--- src/hdl/rar_pkg.sv ---
// Purpose : Constants for the remote target alias remap block
// Assumes : Byte-wide register port, 7-bit target addresses
// Notes   : Shared by the design and by the bench

package rar_pkg;

   // ****************************************************
   // Table sizes
   // ****************************************************
   localparam int unsigned NUM_PORTS = 2;
   localparam int unsigned NUM_TGT   = 7;
   localparam int unsigned NUM_ALIAS = 5;
   localparam int unsigned ADDR_W    = 7;
   localparam int unsigned IDX_W     = 3;

   // ****************************************************
   // Register offsets
   // ****************************************************
   localparam logic [7:0] REMOTE_TARGET_ADDR_1_OFS = 8'h70;
   localparam logic [7:0] REMOTE_TARGET_ADDR_2_OFS = 8'h71;
   localparam logic [7:0] REMOTE_TARGET_ADDR_3_OFS = 8'h72;
   localparam logic [7:0] REMOTE_TARGET_ADDR_4_OFS = 8'h73;
   localparam logic [7:0] REMOTE_TARGET_ADDR_5_OFS = 8'h74;
   localparam logic [7:0] REMOTE_TARGET_ADDR_6_OFS = 8'h75;
   localparam logic [7:0] REMOTE_TARGET_ADDR_7_OFS = 8'h76;
   localparam logic [7:0] ALIAS_MATCH_ADDR_1_OFS   = 8'h77;
   localparam logic [7:0] ALIAS_MATCH_ADDR_2_OFS   = 8'h78;
   localparam logic [7:0] ALIAS_MATCH_ADDR_3_OFS   = 8'h79;
   localparam logic [7:0] ALIAS_MATCH_ADDR_4_OFS   = 8'h7a;
   localparam logic [7:0] ALIAS_MATCH_ADDR_5_OFS   = 8'h7b;
   localparam logic [7:0] PORT_SELECT_OFS          = 8'h7c;

   // ****************************************************
   // Field layout and reset values
   // ****************************************************
   localparam int unsigned ADDR_FIELD_MSB  = 7;
   localparam int unsigned ADDR_FIELD_LSB  = 1;
   localparam int unsigned PORT_SELECT_BIT = 0;
   localparam logic [6:0]  ADDR_RESET      = 7'h00;
   localparam logic        PORT_SEL_RESET  = 1'b0;
   localparam logic [7:0]  READ_IDLE       = 8'h00;

endpackage

--- src/hdl/rar_top.sv ---
// Purpose : Alias to remote target address remap table for two link ports
// Assumes : Register port strobes and lookups synchronous to i_core_clk
// Notes   : Lookup answers one cycle after the request, never stalls
//
// Operation
// - Hold 7-bit target address, reset zero
// - Alias match rewrites address, forwards transaction
// - Zero target blocks forwarding for entry
// - Hold 7-bit alias, match and remap
// - Zero alias never matches any transaction
// - Port select steers register accesses to port
// - Target entry 1 sits below entry 2
// - Alias entries 4 and 5, same layout

`timescale 1ns/10ps

module rar_top
   import rar_pkg::*;
(
   input  wire logic               i_core_clk,
   input  wire logic               i_reset_n,
   input  wire logic [7:0]         i_reg_addr,
   input  wire logic [7:0]         i_reg_wdata,
   input  wire logic               i_reg_wr,
   input  wire logic               i_reg_rd,
   output logic      [7:0]         o_reg_rdata,
   output logic                    o_port_select,
   input  wire logic               i_txn_valid,
   input  wire logic               i_txn_port,
   input  wire logic [ADDR_W-1:0]  i_txn_addr,
   output logic                    o_fwd_valid,
   output logic                    o_fwd_port,
   output logic      [ADDR_W-1:0]  o_fwd_addr,
   output logic      [IDX_W-1:0]   o_fwd_entry,
   output logic                    o_blocked,
   output logic                    o_miss
);

   // ****************************************************
   // Address decode
   // ****************************************************
   function automatic logic is_tgt(input logic [7:0] a);
      return (a >= REMOTE_TARGET_ADDR_1_OFS) && (a <= REMOTE_TARGET_ADDR_7_OFS);
   endfunction

   function automatic logic is_alias(input logic [7:0] a);
      return (a >= ALIAS_MATCH_ADDR_1_OFS) && (a <= ALIAS_MATCH_ADDR_5_OFS);
   endfunction

   function automatic logic [IDX_W-1:0] tgt_idx(input logic [7:0] a);
      logic [7:0] d;
      d = a - REMOTE_TARGET_ADDR_1_OFS + 8'h01;
      return d[IDX_W-1:0];
   endfunction

   function automatic logic [IDX_W-1:0] alias_idx(input logic [7:0] a);
      logic [7:0] d;
      d = a - ALIAS_MATCH_ADDR_1_OFS + 8'h01;
      return d[IDX_W-1:0];
   endfunction

   // ****************************************************
   // Table storage
   // ****************************************************
   logic [ADDR_W-1:0] tgt_reg   [NUM_PORTS][1:NUM_TGT];
   logic [ADDR_W-1:0] alias_reg [NUM_PORTS][1:NUM_ALIAS];
   logic              port_sel_reg;

   logic              wr_tgt;
   logic              wr_alias;
   logic [IDX_W-1:0]  wr_tgt_idx;
   logic [IDX_W-1:0]  wr_alias_idx;
   logic [ADDR_W-1:0] wr_field;

   assign wr_tgt       = i_reg_wr && is_tgt(i_reg_addr);
   assign wr_alias     = i_reg_wr && is_alias(i_reg_addr);
   assign wr_tgt_idx   = tgt_idx(i_reg_addr);
   assign wr_alias_idx = alias_idx(i_reg_addr);
   // Bit 0 is dropped here so it never reaches storage
   assign wr_field     = i_reg_wdata[ADDR_FIELD_MSB:ADDR_FIELD_LSB];

   // Only the selected port's copy takes the write
   for (genvar p = 0; p < NUM_PORTS; p++) begin : g_port
      for (genvar k = 1; k <= NUM_TGT; k++) begin : g_tgt
         always_ff @(posedge i_core_clk or negedge i_reset_n) begin
            if (!i_reset_n) begin
               tgt_reg[p][k] <= ADDR_RESET;
            end else if (wr_tgt && wr_tgt_idx == IDX_W'(k) && port_sel_reg == 1'(p)) begin
               tgt_reg[p][k] <= wr_field;
            end
         end
      end
      for (genvar k = 1; k <= NUM_ALIAS; k++) begin : g_alias
         always_ff @(posedge i_core_clk or negedge i_reset_n) begin
            if (!i_reset_n) begin
               alias_reg[p][k] <= ADDR_RESET;
            end else if (wr_alias && wr_alias_idx == IDX_W'(k) && port_sel_reg == 1'(p)) begin
               alias_reg[p][k] <= wr_field;
            end
         end
      end
   end

   always_ff @(posedge i_core_clk or negedge i_reset_n) begin
      if (!i_reset_n) begin
         port_sel_reg <= PORT_SEL_RESET;
      end else if (i_reg_wr && i_reg_addr == PORT_SELECT_OFS) begin
         port_sel_reg <= i_reg_wdata[PORT_SELECT_BIT];
      end
   end

   always_ff @(posedge i_core_clk or negedge i_reset_n) begin
      if (!i_reset_n) begin
         o_port_select <= PORT_SEL_RESET;
      end else begin
         o_port_select <= (i_reg_wr && i_reg_addr == PORT_SELECT_OFS) ?
                          i_reg_wdata[PORT_SELECT_BIT] : port_sel_reg;
      end
   end

   // ****************************************************
   // Register read
   // ****************************************************
   logic [7:0] rd_next;

   always_comb begin
      rd_next = READ_IDLE;
      if (is_tgt(i_reg_addr)) begin
         rd_next = {tgt_reg[port_sel_reg][tgt_idx(i_reg_addr)], 1'b0};
      end else if (is_alias(i_reg_addr)) begin
         rd_next = {alias_reg[port_sel_reg][alias_idx(i_reg_addr)], 1'b0};
      end else if (i_reg_addr == PORT_SELECT_OFS) begin
         rd_next = {7'h00, port_sel_reg};
      end
   end

   // Data stand only in the cycle after the strobe
   always_ff @(posedge i_core_clk or negedge i_reset_n) begin
      if (!i_reset_n) begin
         o_reg_rdata <= READ_IDLE;
      end else begin
         o_reg_rdata <= i_reg_rd ? rd_next : READ_IDLE;
      end
   end

   // ****************************************************
   // Alias lookup
   // ****************************************************
   logic              hit;
   logic [IDX_W-1:0]  hit_idx;
   logic [ADDR_W-1:0] hit_tgt;

   // Lowest entry wins when software programs a duplicate alias
   always_comb begin
      hit     = 1'b0;
      hit_idx = IDX_W'(1);
      for (int k = NUM_ALIAS; k >= 1; k--) begin
         if (alias_reg[i_txn_port][k] != ADDR_RESET &&
             alias_reg[i_txn_port][k] == i_txn_addr) begin
            hit     = 1'b1;
            hit_idx = IDX_W'(k);
         end
      end
      hit_tgt = hit ? tgt_reg[i_txn_port][hit_idx] : ADDR_RESET;
   end

   // ****************************************************
   // Forward decision
   // ****************************************************
   always_ff @(posedge i_core_clk or negedge i_reset_n) begin
      if (!i_reset_n) begin
         o_fwd_valid <= 1'b0;
         o_blocked   <= 1'b0;
         o_miss      <= 1'b0;
      end else begin
         o_fwd_valid <= i_txn_valid && hit && hit_tgt != ADDR_RESET;
         o_blocked   <= i_txn_valid && hit && hit_tgt == ADDR_RESET;
         o_miss      <= i_txn_valid && !hit;
      end
   end

   always_ff @(posedge i_core_clk or negedge i_reset_n) begin
      if (!i_reset_n) begin
         o_fwd_port  <= 1'b0;
         o_fwd_addr  <= ADDR_RESET;
         o_fwd_entry <= '0;
      end else if (i_txn_valid && hit && hit_tgt != ADDR_RESET) begin
         o_fwd_port  <= i_txn_port;
         o_fwd_addr  <= hit_tgt;
         o_fwd_entry <= hit_idx;
      end
   end
endmodule

--- config.mk ---
export PLATFORM = sky130hd
export DESIGN_NAME = rar_top
export DESIGN_NICKNAME = d
export VERILOG_FILES = /design/src/hdl/rar_pkg.sv /design/src/hdl/rar_top.sv
export SDC_FILE = /design/constraint.sdc
export NUM_CORES = 1
export LEC_CHECK = 0
export BUFFER_PORTS_ARGS = -buffer_cell sky130_fd_sc_hd__buf_2
export CAP_MARGIN = 20
export CORE_MARGIN = 1
export CORE_UTILIZATION = 55
export CTS_CLUSTER_DIAMETER = 50
export DETAILED_ROUTE_END_ITERATION = 6
export PLACE_DENSITY = 0.83
export SYNTH_ARGS = -nofsm -noshare
export SYNTH_HDL_FRONTEND = slang
export SYNTH_SLANG_ARGS = --single-unit
export TNS_END_PERCENT = 1
--- constraint.sdc ---
create_clock -name i_core_clk -period 3.25 [get_ports i_core_clk]
set_clock_uncertainty 0.15 [all_clocks]
set_input_delay 0.65 -clock i_core_clk [delete_from_list [all_inputs] [get_ports i_core_clk]]
set_output_delay 0.65 -clock i_core_clk [all_outputs]
set_load 0.02 [all_outputs]
; Word level (Yosys, flattened, before mapping)
; Cells that the tools add are included.
[word_totals]
regBits = 191
input_bits = 29
word_cells = 164
[classes]
n_addsub = 4
n_lt_le_gt_ge = 9
eq_ne = 18
mux = 37
n_bitwise = 6
reduce_logical = 58
[op_table]
columns = operator, n
row1 = $mux 49, 6
row2 = $mux 35, 6
row3 = $bmux 7 s3, 3
row4 = $logic_and 1x1->1, 50
row5 = $mux 7, 7
row6 = $reduce_bool 7->1, 6
row7 = $eq 7x7->1, 5
row8 = $mux 8, 3
row9 = $eq 3x3->1 const B, 6
row10 = $ge 8x7->1 const B, 2
row11 = $le 8x7->1 const B, 2
row12 = $mux 3, 5
row13 = $eq 3x2->1 const B, 4
row14 = $ge 4x4->1 const B, 3
row15 = $not 3->4, 3
row16 = $eq 8x7->1 const B, 1
row17 = $logic_not 7->1, 1
row18 = $mux 1, 7
row19 = $add 3x1->3 const B, 2
row20 = $eq 3x1->1 const B, 2
row21 = $ge 2x2->1 const B, 2
row22 = $not 1->2, 2
row23 = $sub 3x1->3 const B, 1
row24 = $sub 3x3->3 const B, 1
row25 = 2 further kinds, 2

; Logic depth before layout (Yosys ltp)
[logic_depth]
ltp_word = 18
ltp_mapped = 17
mapped_depth_nobuf = 10

; Least setup slack after synthesis
; No wires, ideal clock.
[synth_timing]
kind = input-to-reg
startpoint = input port i_txn_port
endpoint = register o_fwd_addr[2]
setup_ns = 0.125
arrival_time_ns = 3.581
slack_ns = -0.606
cell_stages = 17
n_path_buf = 7
cell_sequence = buf_6 -> buf_12 -> buf_12 -> buf_6 -> mux2i_1 -> xor2_1 -> nand2_1 -> or3_1 -> buf_6 -> buf_8 -> a211oi_2 -> o32ai_1 -> nor4_1 -> o21ai_2 -> o21bai_2 -> buf_6 -> mux2_4
[synth_between]
elab_chain_len = 18
word_cells_on_any_way = 40
[synth_rtl]
columns = item, line_no
row1 = "start, declared", rar_top.sv:29  ; input wire logic i_txn_port,
row2 = $not 1->2 (not written as such) (*), "rar_top.sv:158, rar_top.sv:159, rar_top.sv:164"
row3 = $mux 35 (not written as such) (3 in series), "rar_top.sv:158, rar_top.sv:159"
row4 = $eq 7x7->1 / $reduce_bool 7->1 (equally long branches), "rar_top.sv:159, rar_top.sv:158"
row5 = $logic_and 1x1->1, rar_top.sv:158  ; if (alias_reg[i_txn_port][k] != ADDR_RESET &&
row6 = $mux 3 (5 in series), rar_top.sv:158
row7 = $not 3->4 (not written as such), rar_top.sv:164  ; hit_tgt = hit ? tgt_reg[i_txn_port][hit_idx] : ADDR_RESET;
row8 = $bmux 7 s3, rar_top.sv:164
row9 = $mux 7 (not written as such) (2 in series), rar_top.sv:164
row10 = $mux 7, rar_top.sv:164
row11 = $reduce_bool 7->1, rar_top.sv:187  ; end else if (i_txn_valid && hit && hit_tgt != ADDR_RESET) begin
row12 = $logic_and 1x1->1, rar_top.sv:187
row13 = "end signal, assigned", rar_top.sv:189  ; o_fwd_addr <= hit_tgt;
row14 = "end, declared", rar_top.sv:33  ; output logic [ADDR_W-1:0] o_fwd_addr,
; Mark *: on every way between the ends. The rest lies on a longest branch, timed or not. The select of a mux whose other input is x is not followed.
; A chain may end at the register's enable or synchronous reset.

; Worst setup path in the final report
[layout_timing]
startpoint = register alias_reg[11] (netlist bit)
endpoint = register o_fwd_addr[6]
[layout_between]
elab_chain_len = 16
word_cells_on_any_way = 22
[layout_rtl]
columns = item, line_no
row1 = "start, declared", rar_top.sv:66  ; logic [ADDR_W-1:0] alias_reg [NUM_PORTS][1:NUM_ALIAS];
row2 = "start signal, assigned by index", rar_top.sv:98  ; alias_reg[p][k] <= wr_field;
row3 = $mux 35 (not written as such) (*) (3 in series), "rar_top.sv:158, rar_top.sv:159"
row4 = $eq 7x7->1 / $reduce_bool 7->1 (equally long branches), "rar_top.sv:159, rar_top.sv:158"
row5 = $logic_and 1x1->1 (*), rar_top.sv:158
row6 = $mux 3 (4 in series), rar_top.sv:158
row7 = $not 3->4 (not written as such), rar_top.sv:164
row8 = $bmux 7 s3, rar_top.sv:164
row9 = $mux 7 (not written as such) (2 in series), rar_top.sv:164
row10 = $mux 7, rar_top.sv:164
row11 = $reduce_bool 7->1, rar_top.sv:187
row12 = $logic_and 1x1->1, rar_top.sv:187
; Marked as above.

==> flow_summary_export.csv <==
group,metric,value,unit
setup_path,worstPathArrival,3.88,ns
place,dpl.hpwl,20100,um
clock_network,cts.sinks,191,
setup_path,start_kind,"flop",
synthesis,synth_top_area_frac,0.447,
final_layout,finalNetCount,1011,
routing,dr.pass1.iters,7,
synthesis,synthMostInstantiatedCell,"mux2_2",
place,port_buffers,51,
synthesis,async_reset_ff_frac,1.00,
sta,finalSetupViolCount,13,
synthesis,yosys.area.top_type,"dfrtp_1",
synthesis,synthCells,843,
routing,routedWlPerCell,25.8,um
synthesis,syn_area_per_cell,12.7,um2
setup_path,end_kind,"flop",
place,dp.cells,1201,
global_routing,grt_use_total,0.315,
sta,rsz0062_at_grt,"true",
sta,setup_ws,-0.453,ns
routing,vias,8318,
synthesis,ys.flop_type,"dfrtp_1",
floorplanning,die_height,141,um
sta,report.final.slew_viol_count,0,
sta,period_share,1.14,
final_layout,largest_reg_flops,98,
global_routing,grt_overflow,0,
clock_network,clock_latency,0.44,ns
clock_network,path_clk_slew,0.07,ns
global_routing,grt_antenna_before_repair,5,
routing,routed_wl,32200,um
global_routing,met2_usage,0.490,
status,violations,"design-rule violations, negative setup slack",
setup_path,path_class,"flop to flop",
final_layout,fillers,1236,
floorplanning,core_region_area,0.0189,mm2
sta,max_freq,270,MHz
final_layout,layout-drive-gt1-share,0.501,
global_routing,busiest_layer,"met2",
sta,hold_viol,0,
setup_path,cp.required,3.42,ns
synthesis,syn-cell-area,0.0107,mm2
status,status,"finished, violations left",
job,drv_cap,0,
clock_network,h-tree-depth,4,
synthesis,synth_area_leaders,"dfrtp_1, mux2_2, mux4_2, mux2i_1, xor2_1",
global_routing,grt_pass1_vias,8180,
floorplanning,die_w,141,um
sta,worst_slew_pin_slew,0.741,ns
power_and_ir_drop,ir_drop,0.000237,V
floorplanning,row_count,50,
place,place.gp.congestion,1.01,
routing,ant_nets,0,
routing,route.detailed.drc,7,
routing,vias_per_cell,6.67,
clock_network,cts_tree,"yes",
synthesis,synth_warnings,0,
sta,period_needed,3.70,ns
power_and_ir_drop,power_leakage,6.12,nW
floorplanning,dieArea,0.0200,mm2
synthesis,synth_common_cells,"mux2_2, dfrtp_1, mux2i_1, clkbuf_1",
power_and_ir_drop,pwr_density_cell,402,mW/mm2
routing,drt-initial-drc-count,955,
synthesis,ys_seq_area_frac,0.447,
clock_network,numCtsBuffers,17,
floorplanning,start_util,0.566,
clock_network,root_buffer,"clkbuf_16",
global_routing,use_met3,0.0726,
clock_network,clockBufferDepth,2,
final_layout,final_util,0.687,
synthesis,synth_nets,879,
global_routing,grt_pass1_wl,47100,um
sta,relSlewSlack,0.506,
synthesis,synth_enable_flop_cells,0,
final_layout,syn_to_final_growth,21.5,%
synthesis,synth-seq-cells,191,
global_routing,grt_max_degree,92,
setup_path,cp_max_fo,7,
synthesis,synth_cell_types,54,
hold_path,hold_path_class,"input port to async pin",
global_routing,use_met1,0.419,
floorplanning,io_pins,52,
final_layout,instances_no_fill,1248,
## final timing paths
path,from,to,slack [ns],cells after the start
min,i_reset_n,alias_reg[67],0.13,1
max,alias_reg[11],o_fwd_addr[6],-0.45,11
max reg2reg,alias_reg[11],o_fwd_addr[6],-0.45,11
max in group asynchronous,i_reset_n,tgt_reg[42],2.07,2
min in group i_core_clk,i_reg_wdata[0],o_port_select,0.30,2
min reg2reg,o_fwd_entry[1],o_fwd_entry[1],0.35,1
## timing repair
action                     CTS  global route
cloned                       1             0
setup endpoints to repair   13            13
buffers inserted            11             3
resized for setup           43            24
pin swaps                   19             9
hold buffers                 0             0
## placed cells by master, fill, tap and decap left out, types with 3 or more instances in the layout
cell type / netlist / routed
nor2_1: 26 / 25
a211oi_2: 2 / 6
or3_4: 0 / 3
inv_6: 0 / 4
dfrtp_1: 191 / 190
buf_2: 4 / 49
bufinv_16: 0 / 4
o41ai_1: 6 / 5
mux2i_1: 53 / 42
xnor2_1: 6 / 6
buf_6: 5 / 7
a31o_2: 3 / 3
nor4_1: 15 / 12
or4_1: 4 / 3
and3_1: 5 / 5
nor3_1: 9 / 7
o21ai_0: 12 / 12
ha_1: 7 / 7
mux2_4: 5 / 5
a22oi_1: 18 / 18
nor2b_1: 22 / 22
xor2_1: 31 / 31
inv_1: 8 / 8
buf_4: 0 / 109
nand4_1: 9 / 9
nand3_1: 23 / 23
nand2_1: 39 / 39
a21oi_1: 7 / 5
mux4_2: 39 / 39
mux2i_2: 0 / 9
mux2i_4: 1 / 3
buf_12: 2 / 8
o211ai_1: 3 / 3
mux2_2: 194 / 194
a211oi_4: 0 / 3
a211oi_1: 10 / 3
clkbuf_16: 0 / 17
a311oi_2: 0 / 4
## logic make-up (layout without fill, tap and decap cells)
family / Yosys count / count (layout) / synth area share
and+or+nand+nor: 162 / 162 / 0.0775
buffers and inverters: 71 / 214 / 0.0330
other: 0 / 2 / 0
muxes: 292 / 292 / 0.345
xor gates and xnor gates: 37 / 37 / 0.0303
AOI/OAI and AO/OA: 83 / 83 / 0.0586
adders and majority gates: 7 / 7 / 0.00819
DFF: 191 / 191 / 0.447
## final cells by class
type | instances | area (um2) | area share
Antenna cell | 2 | 5.00 | 0.000385
Multi-Input combinational cell | 581 | 5880 | 0.453
Clock inverter | 12 | 185 | 0.0143
Inverter | 9 | 33.8 | 0.00260
Tap cell | 260 | 325 | 0.0250
Timing Repair Buffer | 175 | 1340 | 0.103
Clock buffer | 18 | 429 | 0.0330
Sequential cell | 191 | 4780 | 0.368
## worst max-delay path: stages (launching register included)
cell and delay, ns:
dfrtp_1 0.42, or4_1 0.59, o41ai_4 0.41, nor4_4 0.13, a211oi_2 0.51, o32ai_4 0.19, nor4_4 0.34, buf_4 0.17
o21ai_4 0.05, o21bai_2 0.14, buf_6 0.16, mux2_4 0.31
## where the power goes
part           switching, W  total [W]  leakage, nW  internal (W)
sequential        0.0000412    0.00245         2.64       0.00241
combinational      0.000318   0.000538         3.18      0.000220
clock              0.000939    0.00223        0.298       0.00129
## metrics by stage
| step | TNS, ns | area (um2) | hold WS [ns] | total power, W | setup slack (ns) |
|---|---|---|---|---|---|
| 6_report | -4.46 | 13000 | 0.131 | 0.00522 | -0.453 |
| 2_1_floorplan | -6.12 | 10700 | 0.204 | 0.00276 | -0.537 |
| 3_5_place_dp | -11.11 | 11900 | 0.328 | 0.00297 | -0.954 |
| 5_1_grt | -5.49 | 13000 | 0.199 | 0.00534 | -0.523 |
| 4_1_cts | -1.58 | 12800 | 0.167 | 0.00520 | -0.199 |
| 3_3_place_gp | -10.16 | 11900 | 0.326 | 0.00296 | -0.877 |
## per-layer routing
metal,vias to the layer above,share of wire,wire length [um]
met5,-,0.0012,37
met4,6,0.051,1640
met3,141,0.097,3130
met2,575,0.46,14800
met1,4186,0.39,12600
li1,3410,-,-
(Power assumes the default switching activity.)
